## src/hw/ssps_defines.svh

```systemverilog
`ifndef SSPS_DEFINES_SVH
`define SSPS_DEFINES_SVH
`define SSPS_STATUS_ADDR 8'h94
`define SSPS_STATUS_RESET 8'h00
`define SSPS_BIT_DNA 5
`define SSPS_BIT_STOP 4
`define SSPS_BIT_START 3
`define SSPS_BIT_DIR 2
`define SSPS_BIT_UA 1
`define SSPS_BIT_BF 0
`endif

```

## src/hw/ssps_pkg.sv

```systemverilog
package ssps_pkg;
  typedef enum logic [1:0] {
    SSPS_IDLE = 2'b00,
    SSPS_ADDR = 2'b01,
    SSPS_DATA = 2'b10
  } ssps_phase_t;
  typedef enum logic {
    SSPS_MODE_SPI = 1'b0,
    SSPS_MODE_I2C = 1'b1
  } ssps_mode_t;
endpackage

```

## src/hw/ssps_sync2.sv

```systemverilog
`timescale 1ns/1ns
module ssps_sync2 #(
  parameter int WIDTH = 1
) (
  input wire logic clk,
  input wire logic rstn,
  input wire logic [WIDTH-1:0] d,
  output logic [WIDTH-1:0] q
);
  typedef struct packed {
    logic [WIDTH-1:0] s1;
    logic [WIDTH-1:0] s2;
  } ssps_sync_t;
  ssps_sync_t st_reg;
  ssps_sync_t st_next;
  // Elaboration guard
  if (WIDTH < 1) begin : g_width_check
    $error("ssps_sync2 width must be positive");
  end
  always_comb begin
    st_next.s1 = d;
    st_next.s2 = st_reg.s1;
  end
  always_ff @(posedge clk or negedge rstn) begin
    if (!rstn) begin
      st_reg <= '0;
    end else begin
      st_reg <= st_next;
    end
  end
  assign q = st_reg.s2;
endmodule

```

## src/hw/ssps_status.sv

```systemverilog
`timescale 1ns/1ns
`include "ssps_defines.svh"
// Behaviour
// - Port runs in exactly one mode at a time, SPI or I2C.
// - Read-only status at 94h, all zero after reset, bits 7-6 zero.
// - I2C: data flag zero after address byte, one after data byte.
// - I2C: stop flag marks stop seen last; cleared by reset or disable.
// - I2C: start flag marks start seen last; cleared by reset or disable.
// - I2C: direction flag captures read/write bit of matching address.
// - Direction value valid from match until next start, stop or acknowledge.
// - Buffer full set when received byte complete or transmit byte loaded, zero after buffer read or shift-out done.
module ssps_status (
  input wire logic clk,
  input wire logic rstn,
  input wire logic [7:0] reg_addr,
  input wire logic reg_wr,
  input wire logic [7:0] reg_wdata,
  input wire logic reg_rd,
  output logic [7:0] reg_rdata,
  input wire logic port_enable,
  input wire logic mode_i2c,
  input wire logic i2c_start_det,
  input wire logic i2c_stop_det,
  input wire logic i2c_ack_det,
  input wire logic i2c_addr_match,
  input wire logic i2c_rw_bit,
  input wire logic byte_done_addr,
  input wire logic byte_done_data,
  input wire logic rx_complete,
  input wire logic buf_read,
  input wire logic tx_load,
  input wire logic tx_done,
  input wire logic addr_update_req,
  input wire logic addr_update_done,
  output logic [7:0] sync_port_status,
  output logic dir_valid
);
  typedef struct packed {
    logic dna;
    logic stop;
    logic start;
    logic dir;
    logic dvalid;
    logic ua;
    logic bf;
    logic [7:0] rdata;
    logic [7:0] status;
  } ssps_state_t;
  ssps_state_t st_reg;
  ssps_state_t st_next;
  logic rst_int_n;
  logic [7:0] stat_now;

  // ==========================================
  // Reset release
  // Async assert, release aligned to clk so no flop sees a runt recovery
  ssps_sync2 #(
    .WIDTH(1)
  ) rst_sync (
    .clk(clk),
    .rstn(rstn),
    .d(1'b1),
    .q(rst_int_n)
  );

  // ==========================================
  // Flag logic
  always_comb begin
    st_next = st_reg;
    if (mode_i2c == ssps_pkg::SSPS_MODE_I2C) begin
      if (byte_done_addr) begin
        st_next.dna = 1'b0;
      end else if (byte_done_data) begin
        st_next.dna = 1'b1;
      end
      if (i2c_stop_det) begin
        st_next.stop = 1'b1;
        st_next.start = 1'b0;
      end else if (i2c_start_det) begin
        st_next.start = 1'b1;
        st_next.stop = 1'b0;
      end
      if (i2c_start_det || i2c_stop_det || i2c_ack_det) begin
        st_next.dvalid = 1'b0;
      end
      if (i2c_addr_match) begin
        st_next.dir = i2c_rw_bit;
        st_next.dvalid = 1'b1;
      end
      // Address update; request wins over done
      if (addr_update_req) begin
        st_next.ua = 1'b1;
      end else if (addr_update_done) begin
        st_next.ua = 1'b0;
      end
    end else begin
      st_next.dna = 1'b0;
      st_next.stop = 1'b0;
      st_next.start = 1'b0;
      st_next.dir = 1'b0;
      st_next.dvalid = 1'b0;
      st_next.ua = 1'b0;
    end
    // Receive or transmit fill, set wins over read or shift-out done
    if (rx_complete || tx_load) begin
      st_next.bf = 1'b1;
    end else if (buf_read || tx_done) begin
      st_next.bf = 1'b0;
    end
    if (!port_enable) begin
      st_next.stop = 1'b0;
      st_next.start = 1'b0;
    end
    st_next.status = 8'h00;
    st_next.status[`SSPS_BIT_DNA] = st_next.dna;
    st_next.status[`SSPS_BIT_STOP] = st_next.stop;
    st_next.status[`SSPS_BIT_START] = st_next.start;
    st_next.status[`SSPS_BIT_DIR] = st_next.dir;
    st_next.status[`SSPS_BIT_UA] = st_next.ua;
    st_next.status[`SSPS_BIT_BF] = st_next.bf;
    st_next.rdata = 8'h00;
    if (reg_rd && reg_addr == `SSPS_STATUS_ADDR) begin
      st_next.rdata = st_reg.status;
    end
  end

  always_ff @(posedge clk or negedge rst_int_n) begin
    if (!rst_int_n) begin
      st_reg.dna <= 1'b0;
      st_reg.stop <= 1'b0;
      st_reg.start <= 1'b0;
      st_reg.dir <= 1'b0;
      st_reg.dvalid <= 1'b0;
      st_reg.ua <= 1'b0;
      st_reg.bf <= 1'b0;
      st_reg.rdata <= 8'h00;
      st_reg.status <= `SSPS_STATUS_RESET;
    end else begin
      st_reg.dna <= st_next.dna;
      st_reg.stop <= st_next.stop;
      st_reg.start <= st_next.start;
      st_reg.dir <= st_next.dir;
      st_reg.dvalid <= st_next.dvalid;
      st_reg.ua <= st_next.ua;
      st_reg.bf <= st_next.bf;
      st_reg.rdata <= st_next.rdata;
      st_reg.status <= st_next.status;
    end
  end

  assign reg_rdata = st_reg.rdata;
  assign sync_port_status = st_reg.status;
  assign dir_valid = st_reg.dvalid;
  assign stat_now = st_reg.status;
endmodule

```

## config.mk

```make
export PLATFORM = sky130hd
export DESIGN_NAME = ssps_status
export DESIGN_NICKNAME = d
export VERILOG_FILES = /design/src/hw/ssps_pkg.sv /design/src/hw/ssps_sync2.sv /design/src/hw/ssps_status.sv
export VERILOG_INCLUDE_DIRS = /design/src /design/src/hw
export SDC_FILE = /design/constraint.sdc
export NUM_CORES = 1
export LEC_CHECK = 0
export ABC_AREA = 1
export BUFFER_PORTS_ARGS = -buffer_cell sky130_fd_sc_hd__buf_2
export CAP_MARGIN = 20
export CORE_MARGIN = 2
export CORE_UTILIZATION = 35
export CTS_BUF_LIST = sky130_fd_sc_hd__clkbuf_4
export CTS_CLUSTER_DIAMETER = 40
export DETAILED_ROUTE_END_ITERATION = 10
export GPL_TIMING_DRIVEN = 0
export MAX_ROUTING_LAYER = met4
export PLACE_DENSITY = 0.72
export REMOVE_ABC_BUFFERS = 1
export SLEW_MARGIN = 20
export SYNTH_ARGS = -nofsm -noshare
export SYNTH_HDL_FRONTEND = slang
export SYNTH_SLANG_ARGS = --single-unit
```

## constraint.sdc

```tcl
create_clock -name clk -period 0.8 [get_ports clk]
set_input_delay 0.04 -clock clk [delete_from_list [all_inputs] [get_ports clk]]
set_output_delay 0.04 -clock clk [all_outputs]
set_load 0.01 [all_outputs]
```

==> impl_results.md <==
- Max-Cap Viols: 0
- Die Area: slightly above 2000 um^2
- Core ar.: 1540 um^2
- Minimum clock period: 0.863 ns
- Max VDD drop: 1.26 mV
- GPL Wtd Cong: 0.643
- Setup slack after layout: -0.0633 ns
- Cell count after placement: 115
- Starting Density: between 30% and 40%
- Synth Register Bits: 15
- # IOs: 52
- Pre-CTS setup slack: between 0.08 and 0.09 ns
- EDFF count, synth: 0
- Final Non-Filler Cells: 130
- CTS buffer count: 3
- Worst Setup Start Kind: flop
- Failing checks: negative setup slack
- Worst path bufs/invs: 1
- Final HPWL DP: about 930 um
- Maximum number of pins on one net before global-route repair: 14
- DRT Pass-1 Iters: 3
- Final Skew: approximately 0.0045 ns
- Fmax achieved: 1160 MHz
- Core Util, Final: 61.0%
- Initial DRC Count: 6
- Worst Path Required: 0.76 ns
- Cell family with most CP delay: flip-flops
- Design area: 940 um^2
- Fraction of registers with async set or reset after synthesis: 100%
- Synth warnings: 0
- CP Cell Sequence: buf_2
- Max_slew headroom: between 60 and 70%
- Register area share after synthesis: a little under two thirds
- Setup violators final: 13
- Critical Path Fanout Max: 2
- Final worst path period share: 108%
- Congestion Overflow GR: 0
- Vias per std cell: about 4.3
- Layout cells sized above 1: 43.9%
- Number of global-route vias before repair: 511
- First-pass GRT wire length: ~2000 um
- Final hold viol count: 0
- Clock Pin Slew Worst Setup and Hold Paths: roughly 0.090 ns
- Die Height: roughly 45 um
- Worst-case hold slack: 0.0157 ns
- Delay of the slowest cell on the worst path: 0.40 ns
- # clock sinks: 15
- Total GRT Usage: 14.2%
- Class of the most critical setup path: flop to output port
- CP max stage cell: dfrtp_1
- CTS tree: done
- Max clock buf depth: 2
- HP Class: input pin to flop
- # diodes: 0
- Routed WL: 1260 um
- Worst-Margin Slew: 0.503 ns
- PD cells: 1550 nW/um^2
- Status: finished, violations left
- WL/cell: 9.69 um
- Count of cell types in the netlist: 13
- Vias post-DR: about 550
- Leading area contributor after synthesis: dfrtp_1
- Worst setup EP type: output port
- IO buf count: 38
- Core Rows: 14
- Syn Std Cell Area: between 500 and 600 um^2
- Final #Nets: 150
- Slew Limit Fails: 0
- Pwr Total: 1.46 mW
- Number of antenna violations at the first check in global routing: 0
- Mapped Cells: 62
- Die width: around 45 um
- Share of the synthesized area in the top cell type: 63.4%
- Synth-to-Final Area Change: 58.8%
- Worst skew pair latency: approximately 0.28 ns
- Avg Cell Area, Syn: 9.55 um^2
- Main synth FF type: dfrtp_1
- Dominant cells by area after synthesis: dfrtp_1 63%, nor2_1 9.5%, inv_1 7.6%
- Placed cell areas: 783 um^2
- Critical path data arrival time: 0.82 ns
- RSZ-0062 raised after global routing: yes
- Static leakage: 0.540 nW
- Setup TNS: -0.397 ns
- Clock root buffer: clkbuf_4
- Final ANT Viol Nets: 0
- Commonest cells post-synth: 15 x dfrtp_1, 15 x nor2_1, 12 x inv_1
- # fillers: 134
- Htree depth: 1
- DRC Markers: 0
[repair_timing]
action	in CTS	in global routing
endpoints found under the setup margin	13	15
gates resized for setup	0	6
pin swaps	0	1
buffers inserted	2	0
hold buffers	8	1
hold endpoints to repair	6	1
[routing by layer]
layer	share of wire (%)	wire, um	GRT usage [%]
met1	39	497	16.4
met3	7.7	97	4.40
met2	53	665	22.9
met5	0	0	-
met4	0	0	5.88
[flip-flops by register name (all words and copies together) (netlist names)]
| register | flops |
|---|---|
| dir_valid | 1 |
| sync_port_status | 6 |
| reg_rdata | 6 |
| rst_sync.st_next | 1 |
| rst_sync.q | 1 |
[area by class of cell]
class                           count  area, um^2  area share [%]
Sequential cell                    15         375            39.9
Timing Repair Buffer               49         305            32.5
Multi-Input combinational cell     34         164            17.4
Inverter                           12        45.0            4.79
Clock buffer                        4        30.0            3.20
Tap cell                           16        20.0            2.13
[placed cells by master (no fill, tap or decap), types with 2 or more instances in the layout]
cell type / instances
buf_2: 37
nand2_1: 5
nor2_1: 14
nor2_2: 2
clkbuf_4: 4
buf_6: 2
a211oi_1: 2
nand3_2: 2
inv_1: 11
dlygate4sd3_1: 9
dfrtp_1: 15
conb_1: 5
[cell families after synthesis]
group	Yosys count	share of synthesized area (%)
flops	15	63.4
simple gates	24	17.1
compound gates	5	5.50
other cells	2	1.27
buf+inv	16	12.7
[final timing paths]
path / start / end / slack, ns / cells after the start
setup / recovery: sync_port_status[5] / sync_port_status[5] / -0.06 / 1
hold / removal: i2c_ack_det / dir_valid / 0.02 / 4
setup reg to reg: sync_port_status[4] / sync_port_status[4] / 0.04 / 3
hold reg to reg: rst_sync.q / sync_port_status[5] / 0.21 / 0
max in group asynchronous: rst_sync.q / sync_port_status[3] / 0.25 / 0
min in group asynchronous: rstn / rst_sync.q / 0.06 / 2
[power breakdown]
| group | total, mW | leakage, nW | internal, mW | switching (mW) |
|---|---|---|---|---|
| sequential | 0.803 | 0.196 | 0.780 | 0.0222 |
| clock | 0.460 | 0.0184 | 0.227 | 0.233 |
| combinational | 0.194 | 0.325 | 0.110 | 0.0847 |
| total | 1.46 | 0.540 | 1.12 | 0.340 |
No activity file was read; power rests on OpenSTA's default activity.
